--- src/common/prde_pkg.sv ---
// Purpose: shared constants and types for the plot/raster draw engine
// Assumes: 16-bit coordinates, 32-bit AXI4-Lite register words
// Notes: offsets are byte addresses
package prde_pkg;
    localparam logic [7:0] OFF_CTRL = 8'h00;
    localparam logic [7:0] OFF_STATUS = 8'h04;
    localparam logic [7:0] OFF_COLOR = 8'h08;
    localparam logic [7:0] OFF_START = 8'h0C;
    localparam logic [7:0] OFF_BASELINE = 8'h10;
    localparam logic [7:0] OFF_DIM = 8'h14;
    localparam logic [7:0] OFF_SPACING = 8'h18;
    localparam logic [7:0] OFF_WIN_MIN = 8'h1C;
    localparam logic [7:0] OFF_WIN_MAX = 8'h20;
    localparam logic [7:0] OFF_INDEX1 = 8'h24;
    localparam logic [7:0] OFF_INDEX2 = 8'h28;
    localparam logic [7:0] OFF_COUNT = 8'h2C;
    localparam logic [7:0] OFF_OPPOINT = 8'h30;
    // ctrl fields
    localparam int CTRL_GO = 0;
    localparam int CTRL_RASTER = 1;
    localparam int CTRL_BK = 2;
    localparam int CTRL_NOWR = 3;
    localparam int CTRL_ORDER = 4;
    localparam int CTRL_USE_START = 5;
    localparam int CTRL_SCAN_LO = 8;
    localparam int CTRL_IX_LO = 12;
    localparam int CTRL_SCALE_LO = 14;
    localparam logic [2:0] SCAN_HORIZ = 3'h0;
    localparam logic [2:0] SCAN_VERT = 3'h4;
    localparam logic [1:0] IX_OFS1 = 2'h1;
    localparam logic [1:0] IX_OFS2 = 2'h2;
    localparam logic [1:0] SCALE_HALF = 2'h1;
    localparam logic [1:0] SCALE_QUARTER = 2'h2;
    localparam logic [31:0] RST_WORD = 32'h00000000;
    localparam logic [1:0] RESP_OKAY = 2'h0;
    localparam logic [1:0] RESP_SLVERR = 2'h2;
    typedef enum logic [2:0] {PRDE_IDLE, PRDE_FETCH, PRDE_SEG, PRDE_RFETCH, PRDE_RPIX} prde_state_t;
endpackage

--- src/prde_engine.sv ---
// Purpose: plot and raster drawing engine writing pixels to refresh memory
// Assumes: host data words arrive on a valid/ready stream, memory takes one pixel per cycle
// Notes: parameters are set over AXI4-Lite; a write of ctrl with go starts an instruction
//
// Local design decisions: the register offsets and the AXI4-Lite slave port.
`timescale 1ns/1ps
module prde_engine
    import prde_pkg::*;
(
    // clock and reset
    input wire logic i_mclk,
    input wire logic i_rst,
    // axi4-lite write
    input wire logic [7:0] i_awaddr,
    input wire logic i_awvalid,
    output logic o_awready,
    input wire logic [31:0] i_wdata,
    input wire logic [3:0] i_wstrb,
    input wire logic i_wvalid,
    output logic o_wready,
    output logic [1:0] o_bresp,
    output logic o_bvalid,
    input wire logic i_bready,
    // axi4-lite read
    input wire logic [7:0] i_araddr,
    input wire logic i_arvalid,
    output logic o_arready,
    output logic [31:0] o_rdata,
    output logic [1:0] o_rresp,
    output logic o_rvalid,
    input wire logic i_rready,
    // host data stream
    input wire logic [15:0] i_data,
    input wire logic i_data_valid,
    output logic o_data_ready,
    // refresh memory write port
    output logic o_pix_we,
    output logic [15:0] o_pix_x,
    output logic [15:0] o_pix_y,
    output logic [7:0] o_pix_value,
    output logic [7:0] o_pix_mask,
    output logic o_busy
);
    ////////////////////////////////////////////////////////////////
    logic [31:0] ctrl, color, start, baseline, dim, spacing, win_min, win_max, index1, index2, count;
    logic aw_held, w_held;
    logic [7:0] aw_addr;
    logic [31:0] w_data;
    logic [3:0] w_strb;
    logic go_pulse;
    prde_state_t state;
    logic [15:0] cop_x, cop_y;
    logic [15:0] bytes_left;
    logic [15:0] word_buf;
    logic second_half;
    logic [7:0] cur_byte;
    logic [2:0] bit_idx;
    logic [15:0] seg_a, seg_b, seg_lo, seg_hi, seg_u, seg_v, seg_len;
    logic [15:0] px, py;

    wire [2:0] scan = ctrl[CTRL_SCAN_LO +: 3];
    wire [1:0] ix = ctrl[CTRL_IX_LO +: 2];
    wire [1:0] scale = ctrl[CTRL_SCALE_LO +: 2];
    wire vert = (scan == SCAN_VERT);
    wire bk = ctrl[CTRL_BK];
    wire [7:0] fg = color[7:0];
    wire [7:0] bg = color[15:8];
    wire [7:0] submask = color[23:16];

    // index displacement: offset two is itself displaced by offset one under mode 01
    wire [15:0] ofs_x = (ix == IX_OFS1) ? index1[15:0] : (ix == IX_OFS2) ? index2[15:0] : 16'h0000;
    wire [15:0] ofs_y = (ix == IX_OFS1) ? index1[31:16] : (ix == IX_OFS2) ? index2[31:16] : 16'h0000;
    wire [15:0] bl_raw = baseline[15:0];
    wire bl_on = (bl_raw != 16'h0000);
    wire [15:0] bl_abs = bl_raw + (vert ? ofs_x : ofs_y);
    wire [15:0] st_x = start[15:0] + ofs_x;
    wire [15:0] st_y = start[31:16] + ofs_y;
    wire [15:0] wx0 = win_min[15:0] + ofs_x;
    wire [15:0] wy0 = win_min[31:16] + ofs_y;
    wire [15:0] wx1 = win_max[15:0] + ofs_x;
    wire [15:0] wy1 = win_max[31:16] + ofs_y;

    ////////////////////////////////////////////////////////////////
    // register bus
    wire do_write = aw_held && w_held && !o_bvalid;
    always_ff @(posedge i_mclk) begin
        if (i_rst) begin
            aw_held <= 1'b0;
            w_held <= 1'b0;
            aw_addr <= 8'h00;
            w_data <= RST_WORD;
            w_strb <= 4'h0;
            o_bvalid <= 1'b0;
            o_bresp <= RESP_OKAY;
            o_awready <= 1'b0;
            o_wready <= 1'b0;
        end else begin
            if (i_awvalid && o_awready) begin
                aw_held <= 1'b1;
                aw_addr <= i_awaddr;
            end
            if (i_wvalid && o_wready) begin
                w_held <= 1'b1;
                w_data <= i_wdata;
                w_strb <= i_wstrb;
            end
            if (do_write) begin
                aw_held <= 1'b0;
                w_held <= 1'b0;
                o_bvalid <= 1'b1;
                o_bresp <= (aw_addr <= OFF_COUNT && aw_addr[1:0] == 2'h0) ? RESP_OKAY : RESP_SLVERR;
            end else if (o_bvalid && i_bready) begin
                o_bvalid <= 1'b0;
            end
            // ready tracks the next state of each holding slot, so the port comes straight from a flop
            o_awready <= do_write || !(aw_held || (i_awvalid && o_awready));
            o_wready <= do_write || !(w_held || (i_wvalid && o_wready));
        end
    end

    function automatic logic [31:0] merge(input logic [31:0] old, input logic [31:0] nw, input logic [3:0] st);
        logic [31:0] r;
        r = old;
        for (int b = 0; b < 4; b++) begin
            if (st[b]) begin
                r[b*8 +: 8] = nw[b*8 +: 8];
            end
        end
        return r;
    endfunction

    // parameter registers are not written while an instruction runs
    wire wr_ok = do_write && (state == PRDE_IDLE);
    always_ff @(posedge i_mclk) begin
        if (i_rst) begin
            ctrl <= RST_WORD; color <= RST_WORD; start <= RST_WORD; baseline <= RST_WORD;
            dim <= RST_WORD; spacing <= RST_WORD; win_min <= RST_WORD; win_max <= RST_WORD;
            index1 <= RST_WORD; index2 <= RST_WORD; count <= RST_WORD;
            go_pulse <= 1'b0;
        end else begin
            go_pulse <= 1'b0;
            if (wr_ok) begin
                case (aw_addr)
                    OFF_CTRL: begin
                        ctrl <= merge(ctrl, w_data, w_strb) & 32'hFFFFFFFE;
                        go_pulse <= w_strb[0] & w_data[CTRL_GO];
                    end
                    OFF_COLOR: color <= merge(color, w_data, w_strb);
                    OFF_START: start <= merge(start, w_data, w_strb);
                    OFF_BASELINE: baseline <= merge(baseline, w_data, w_strb);
                    OFF_DIM: dim <= merge(dim, w_data, w_strb);
                    OFF_SPACING: spacing <= merge(spacing, w_data, w_strb);
                    OFF_WIN_MIN: win_min <= merge(win_min, w_data, w_strb);
                    OFF_WIN_MAX: win_max <= merge(win_max, w_data, w_strb);
                    OFF_INDEX1: index1 <= merge(index1, w_data, w_strb);
                    // index two set alongside index one mode is displaced by index one
                    OFF_INDEX2: index2 <= (ix == IX_OFS1) ? {w_data[31:16] + index1[31:16], w_data[15:0] + index1[15:0]}
                                                          : merge(index2, w_data, w_strb);
                    OFF_COUNT: count <= merge(count, w_data, w_strb);
                    default: ;
                endcase
            end
        end
    end

    always_ff @(posedge i_mclk) begin
        if (i_rst) begin
            o_arready <= 1'b0;
            o_rvalid <= 1'b0;
            o_rdata <= RST_WORD;
            o_rresp <= RESP_OKAY;
        end else begin
            o_arready <= !o_rvalid && !o_arready;
            if (i_arvalid && o_arready) begin
                o_rvalid <= 1'b1;
                o_rresp <= RESP_OKAY;
                case (i_araddr)
                    OFF_CTRL: o_rdata <= ctrl;
                    OFF_STATUS: o_rdata <= {15'h0000, bytes_left, (state != PRDE_IDLE)};
                    OFF_COLOR: o_rdata <= color;
                    OFF_START: o_rdata <= start;
                    OFF_BASELINE: o_rdata <= baseline;
                    OFF_DIM: o_rdata <= dim;
                    OFF_SPACING: o_rdata <= spacing;
                    OFF_WIN_MIN: o_rdata <= win_min;
                    OFF_WIN_MAX: o_rdata <= win_max;
                    OFF_INDEX1: o_rdata <= index1;
                    OFF_INDEX2: o_rdata <= index2;
                    OFF_COUNT: o_rdata <= count;
                    OFF_OPPOINT: o_rdata <= {cop_y, cop_x};
                    default: begin
                        o_rdata <= RST_WORD;
                        o_rresp <= RESP_SLVERR;
                    end
                endcase
            end else if (o_rvalid && i_rready) begin
                o_rvalid <= 1'b0;
            end
        end
    end

    ////////////////////////////////////////////////////////////////
    // raster bit selection
    function automatic logic bit_used(input logic [2:0] b, input logic [1:0] s);
        if (s == SCALE_HALF) begin
            return b[0];
        end else if (s == SCALE_QUARTER) begin
            return b[1:0] == 2'h3;
        end
        return 1'b1;
    endfunction

    wire bit_val = cur_byte[bit_idx];
    wire at_prim_end = vert ? (py == wy1) : (px == wx1);
    wire at_sec_end = vert ? (px == wx1) : (py == wy1);
    wire byte_done = (bit_idx == 3'h0) || at_prim_end;
    wire [15:0] data_abs = i_data + (vert ? ofs_x : ofs_y);

    ////////////////////////////////////////////////////////////////
    // drawing sequencer
    always_ff @(posedge i_mclk) begin
        if (i_rst) begin
            state <= PRDE_IDLE;
            cop_x <= 16'h0000; cop_y <= 16'h0000;
            bytes_left <= 16'h0000;
            word_buf <= 16'h0000;
            second_half <= 1'b0;
            cur_byte <= 8'h00;
            bit_idx <= 3'h7;
            seg_lo <= 16'h0000; seg_hi <= 16'h0000; seg_u <= 16'h0000; seg_v <= 16'h0000; seg_len <= 16'h0000;
            px <= 16'h0000; py <= 16'h0000;
            o_pix_we <= 1'b0;
            o_pix_x <= 16'h0000; o_pix_y <= 16'h0000;
            o_pix_value <= 8'h00; o_pix_mask <= 8'h00;
            o_data_ready <= 1'b0;
            o_busy <= 1'b0;
        end else begin
            o_pix_we <= 1'b0;
            o_data_ready <= 1'b0;
            case (state)
                PRDE_IDLE: begin
                    o_busy <= 1'b0;
                    if (go_pulse) begin
                        o_busy <= 1'b1;
                        o_pix_mask <= submask;
                        if (ctrl[CTRL_RASTER]) begin
                            bytes_left <= count[15:0];
                            second_half <= 1'b0;
                            px <= ctrl[CTRL_USE_START] ? st_x : (vert ? wx0 : wx0);
                            py <= ctrl[CTRL_USE_START] ? st_y : wy0;
                            state <= PRDE_RFETCH;
                        end else begin
                            bytes_left <= {count[15:1], 1'b0};
                            if (bl_on) begin
                                // start point sets only the along-axis position
                                if (vert) begin
                                    cop_x <= bl_abs;
                                    if (ctrl[CTRL_USE_START]) cop_y <= st_y;
                                end else begin
                                    cop_y <= bl_abs;
                                    if (ctrl[CTRL_USE_START]) cop_x <= st_x;
                                end
                            end else if (ctrl[CTRL_USE_START]) begin
                                cop_x <= st_x;
                                cop_y <= st_y;
                            end
                            state <= PRDE_FETCH;
                        end
                    end
                end
                PRDE_FETCH: begin
                    if (bytes_left == 16'h0000) begin
                        state <= PRDE_IDLE;
                    end else if (i_data_valid && o_data_ready) begin
                        // segment spans perpendicular between operating point and data; window not consulted
                        seg_lo <= (vert ? cop_x : cop_y) < data_abs ? (vert ? cop_x : cop_y) : data_abs;
                        seg_hi <= (vert ? cop_x : cop_y) < data_abs ? data_abs : (vert ? cop_x : cop_y);
                        seg_len <= vert ? dim[31:16] : dim[15:0];
                        seg_u <= (vert ? cop_x : cop_y) < data_abs ? (vert ? cop_x : cop_y) : data_abs;
                        seg_v <= 16'h0000;
                        bytes_left <= bytes_left - 16'h0002;
                        state <= PRDE_SEG;
                    end else begin
                        o_data_ready <= !o_data_ready;
                    end
                end
                PRDE_SEG: begin
                    if (seg_len == 16'h0000) begin
                        state <= PRDE_FETCH;
                    end else begin
                        o_pix_we <= 1'b1;
                        o_pix_value <= (bk ? bg : fg) & submask;
                        o_pix_x <= vert ? seg_u : cop_x + seg_v;
                        o_pix_y <= vert ? cop_y + seg_v : seg_u;
                        if (seg_u != seg_hi) begin
                            seg_u <= seg_u + 16'h0001;
                        end else if (seg_v + 16'h0001 != seg_len) begin
                            seg_u <= seg_lo;
                            seg_v <= seg_v + 16'h0001;
                        end else begin
                            if (vert) begin
                                cop_y <= cop_y + spacing[31:16];
                                if (bl_on) cop_x <= bl_abs;
                            end else begin
                                cop_x <= cop_x + spacing[15:0];
                                if (bl_on) cop_y <= bl_abs;
                            end
                            // linked mode leaves the perpendicular coordinate alone
                            state <= PRDE_FETCH;
                        end
                    end
                end
                PRDE_RFETCH: begin
                    if (bytes_left == 16'h0000) begin
                        cop_x <= px;
                        cop_y <= py;
                        state <= PRDE_IDLE;
                    end else if (second_half) begin
                        cur_byte <= ctrl[CTRL_ORDER] ? word_buf[15:8] : word_buf[7:0];
                        second_half <= 1'b0;
                        bit_idx <= 3'h7;
                        bytes_left <= bytes_left - 16'h0001;
                        state <= PRDE_RPIX;
                    end else if (i_data_valid && o_data_ready) begin
                        word_buf <= i_data;
                        cur_byte <= ctrl[CTRL_ORDER] ? i_data[7:0] : i_data[15:8];
                        second_half <= 1'b1;
                        bit_idx <= 3'h7;
                        bytes_left <= bytes_left - 16'h0001;
                        state <= PRDE_RPIX;
                    end else begin
                        o_data_ready <= !o_data_ready;
                    end
                end
                PRDE_RPIX: begin
                    if (bit_used(bit_idx, scale)) begin
                        // zero bit under no-write still steps the position
                        o_pix_we <= bit_val || !ctrl[CTRL_NOWR];
                        o_pix_value <= ((bit_val ^ bk) ? fg : bg) & submask;
                        o_pix_x <= px;
                        o_pix_y <= py;
                        if (at_prim_end) begin
                            if (vert) begin
                                py <= wy0;
                                px <= at_sec_end ? wx0 : px + 16'h0001;
                            end else begin
                                px <= wx0;
                                py <= at_sec_end ? wy0 : py + 16'h0001;
                            end
                        end else if (vert) begin
                            py <= py + 16'h0001;
                        end else begin
                            px <= px + 16'h0001;
                        end
                        if (byte_done) begin
                            state <= PRDE_RFETCH;
                        end
                    end else if (bit_idx == 3'h0) begin
                        state <= PRDE_RFETCH;
                    end
                    bit_idx <= bit_idx - 3'h1;
                end
                default: state <= PRDE_IDLE;
            endcase
        end
    end
endmodule

--- config.mk ---
export PLATFORM = sky130hd
export DESIGN_NAME = prde_engine
export DESIGN_NICKNAME = d
export VERILOG_FILES = /design/src/common/prde_pkg.sv /design/src/prde_engine.sv
export SDC_FILE = /design/constraint.sdc
export NUM_CORES = 2
export LEC_CHECK = 0
export BUFFER_PORTS_ARGS = -buffer_cell sky130_fd_sc_hd__buf_4
export CAP_MARGIN = 20
export CORE_UTILIZATION = 50
export CTS_BUF_LIST = sky130_fd_sc_hd__clkbuf_4
export DETAILED_ROUTE_END_ITERATION = 8
export PLACE_DENSITY_LB_ADDON = 0.12
export SLEW_MARGIN = 30
export SYNTH_ARGS = -nofsm -noshare
export SYNTH_HDL_FRONTEND = slang
export SYNTH_SLANG_ARGS = --single-unit
--- constraint.sdc ---
create_clock -name i_mclk -period 7.57 [get_ports i_mclk]
set_input_delay 0 -clock i_mclk [delete_from_list [all_inputs] [get_ports i_mclk]]
set_output_delay 0 -clock i_mclk [all_outputs]
set_load 0.1 [all_outputs]
==> impl_results.md <==
- Remaining Overflow, GRT: 0
- First-pass GRT wire length: 282 mm
- Antenna Nets Post-Route: 0
- Slew margin rel.: 21.6%
- Final period util: 86.9%
- Commonest non-fill, non-tap cells in the layout: nor2_1, dfxtp_1, nand2_1, a21oi_1, mux2i_1
- Setup CP Type: flip-flop to flip-flop
- Sequential area share after synthesis: 31.4%
- Cts repair resizes: 0
- Startpoint Class: flip-flop
- Leakage power: 19.3 nW
- H-tree depth: 4
- Die height: 296 µm
- Clock tree root driver cell: clkbuf_4
- Avg WL per Cell: 28.0 µm
- Buffers added on ports: 165
- Clock Skew: 0.117 ns
- Largest net degree at the start of global routing: 198
- Worst-path maximum fanout: 40
- Number of nets in the layout: 6,109
- Initial Util: 50.6%
- CP endpoint kind: flip-flop
- DP Wirelength: 142 mm
- Outcome: finished, final reports clean
- Vias in the first global route: 41,400
- FMAX: 0.152 GHz
- 1st-pass router iterations: 7
- Area delta synth->final: 16.9%
- Die width: 296 µm
- CTS clk-pin slew, worst paths: 0.07 ns
- Global Route Usage Sum: 43.9%
- Crit path DAT: 7.53 ns
- Initial detailed-routing violation count: 5,919
- Post-synth ARST share: 0%
- Setup repair bufs after CTS: 0
- Total Die Area: 0.0877 mm²
- Clock latency on the worst-skew pair: 1.17 ns
- Top_reg_cell synth: dfxtp_1
- Layout cell share with drive strength beyond 1: 11.5%
- Min-delay worst type: input port to flip-flop
- Netlist cell types: 93
- Maxcap violations: 0
- Post-synth EDFFs: 0
- Largest area contributor in the synthesized netlist: dfxtp_1
- #FFs+latches synth: 679
- Crit path time final: 6.58 ns
- Slowest cell on the critical path: nor2b_2
- Peak VDD IR: 0.000192 V
- Final WL: 198 mm
- Pwr per Cell Area: 149 mW/mm²
- Post-synthesis instance total: 5,423
- CTS tree: done
- Unrepaired setup endpoints after global routing: no
- Critical path's largest stage delay: 0.55 ns
- Worst hold margin: 0.0987 ns
- Setup TNS: 0 ns
- Vias post-DR: 45,500
- Row cnt: 107
- Clk buf depth: 3
- Synth area leaders: dfxtp_1, mux2i_1, ha_1
- Post-route DRC: 0
- Max Slew Vio Count: 0
- Worst-Margin Slew: 1.18 ns
- CTS sink count: 679
- Gpl congestion: 1.04
- Syn. warnings: 0
- Final hold viol count: 0
- Worst endpoint required time: 8.53 ns
- Post-synthesis cell area: 0.0432 mm²
- Synth Area per Inst: 7.97 µm²
- Number of CTS-inserted buffers: 184
- Fillers: 7,884
- Most common cell after layout, fill and taps aside: nor2_1
- Post-synth top area share: 31.4%
- Initial antenna violation count: 6
- Hold buffer count at cts: 282
- I/O pin cnt: 168
- Final setup vio count: 0
- Vias per Instance: 6.44
- Core Area: 0.0854 mm²
[cell usage after synthesis (29+ instances only)]
master and instances:
a211oi_1 104, ha_1 242, nand2_1 617, buf_1 29, nor3_1 113, dfxtp_1 679
xor2_1 105, nand3_1 149, inv_1 88, a221oi_1 49, o211ai_1 72, a21oi_1 400
a311oi_1 60, a22o_1 43, clkbuf_1 312, xnor2_1 172, nand4_1 38, a22oi_1 133
nor2_1 758, a21o_1 70, a31oi_1 53, o21ai_0 216, and3_1 82, mux2i_1 366
[power by group]
part           internal, W  switching (W)
sequential         0.00360      0.0000620
combinational     0.000189       0.000337
clock              0.00165        0.00171
[final timing paths]
check	cells past startpoint	to	slack (ns)	from
hold / removal	5	cur_byte[7]$_SDFFE_PP0P_	0.1	i_data[7]
hold reg to reg	2	o_pix_x[5]$_SDFFE_PP0P_	0.45	o_pix_x[5]$_SDFFE_PP0P_
setup reg to reg	27	seg_u[4]$_SDFFE_PP0P_	0.99	ctrl[13]$_SDFFE_PP0P_
setup / recovery	27	seg_u[4]$_SDFFE_PP0P_	0.99	ctrl[13]$_SDFFE_PP0P_
[logic make-up (layout without fill, tap and decap cells)]
| logic type | after synthesis | count (layout) | synth area share (%) |
|---|---|---|---|
| compound gates | 1421 | 1421 | 22.1 |
| xor+xnor | 278 | 278 | 5.65 |
| fa+ha+maj | 256 | 256 | 7.65 |
| buf+inv | 451 | 942 | 3.99 |
| flops | 679 | 679 | 31.4 |
| mux | 406 | 406 | 9.77 |
| other cells | 1 | 9 | 0.00867 |
| simple gates | 1931 | 1931 | 19.4 |
[layer usage]
layer / vias to the layer above / wire length, µm / part of all wire (%) / GRT usage, %
met3: 568 / 24100 / 12 / 12.1
met5: - / 27 / 0.014 / 0
li1: 20500 / - / - / -
met2: 2923 / 81400 / 41 / 62.9
met4: 4 / 14100 / 7.1 / 28.5
met1: 21600 / 78000 / 39 / 57.5
[final cells by class]
cell class                      count  area, µm²  area share (%)
Tap cell                         1144       1430            2.83
Inverter                           89        334           0.661
Clock buffer                      266       2000            3.95
Clock inverter                     58        295           0.584
Multi-Input combinational cell   4294      28100            55.7
Timing Repair Buffer              529       4730            9.35
Sequential cell                   679      13600            26.9
Antenna cell                        7       17.5          0.0347
[sequential cells by signal, summed over array words and instances, names as in the netlist, 31 cells and up]
name,count
o_rdata,32
start,32
ctrl,31
win_max,32
baseline,32
win_min,32
count,32
color,32
index2,32
dim,32
w_data,32
spacing,32
index1,32
[metrics by stage]
step	instances	worst slack [ns]	power, W	util, %	cell area, µm²
detailed placement	6453	1.19	0.00414	53.1	45400
global placement	6453	1.28	0.00414	53.0	45300
floorplan	5424	1.14	0.00398	-	43300
CTS	7059	1.13	0.00752	59.1	50500
finish	7066	0.993	0.00754	59.2	50500
global route	7065	0.421	0.00778	59.2	50500
[worst max-delay path, delay by kind of cell, from the launching register on]
kind / cells / cell delay, ns
AO/OA/AOI/OAI: 12 / 2.88
XOR/XNOR: 1 / 0.18
adder cells (fa/ha/maj): 2 / 0.56
buffers and inverters: 3 / 0.81
flip-flops: 1 / 0.43
multiplexers: 1 / 0.24
AND/OR/NAND/NOR: 8 / 1.28
No activity file was read; power rests on OpenSTA's default activity.
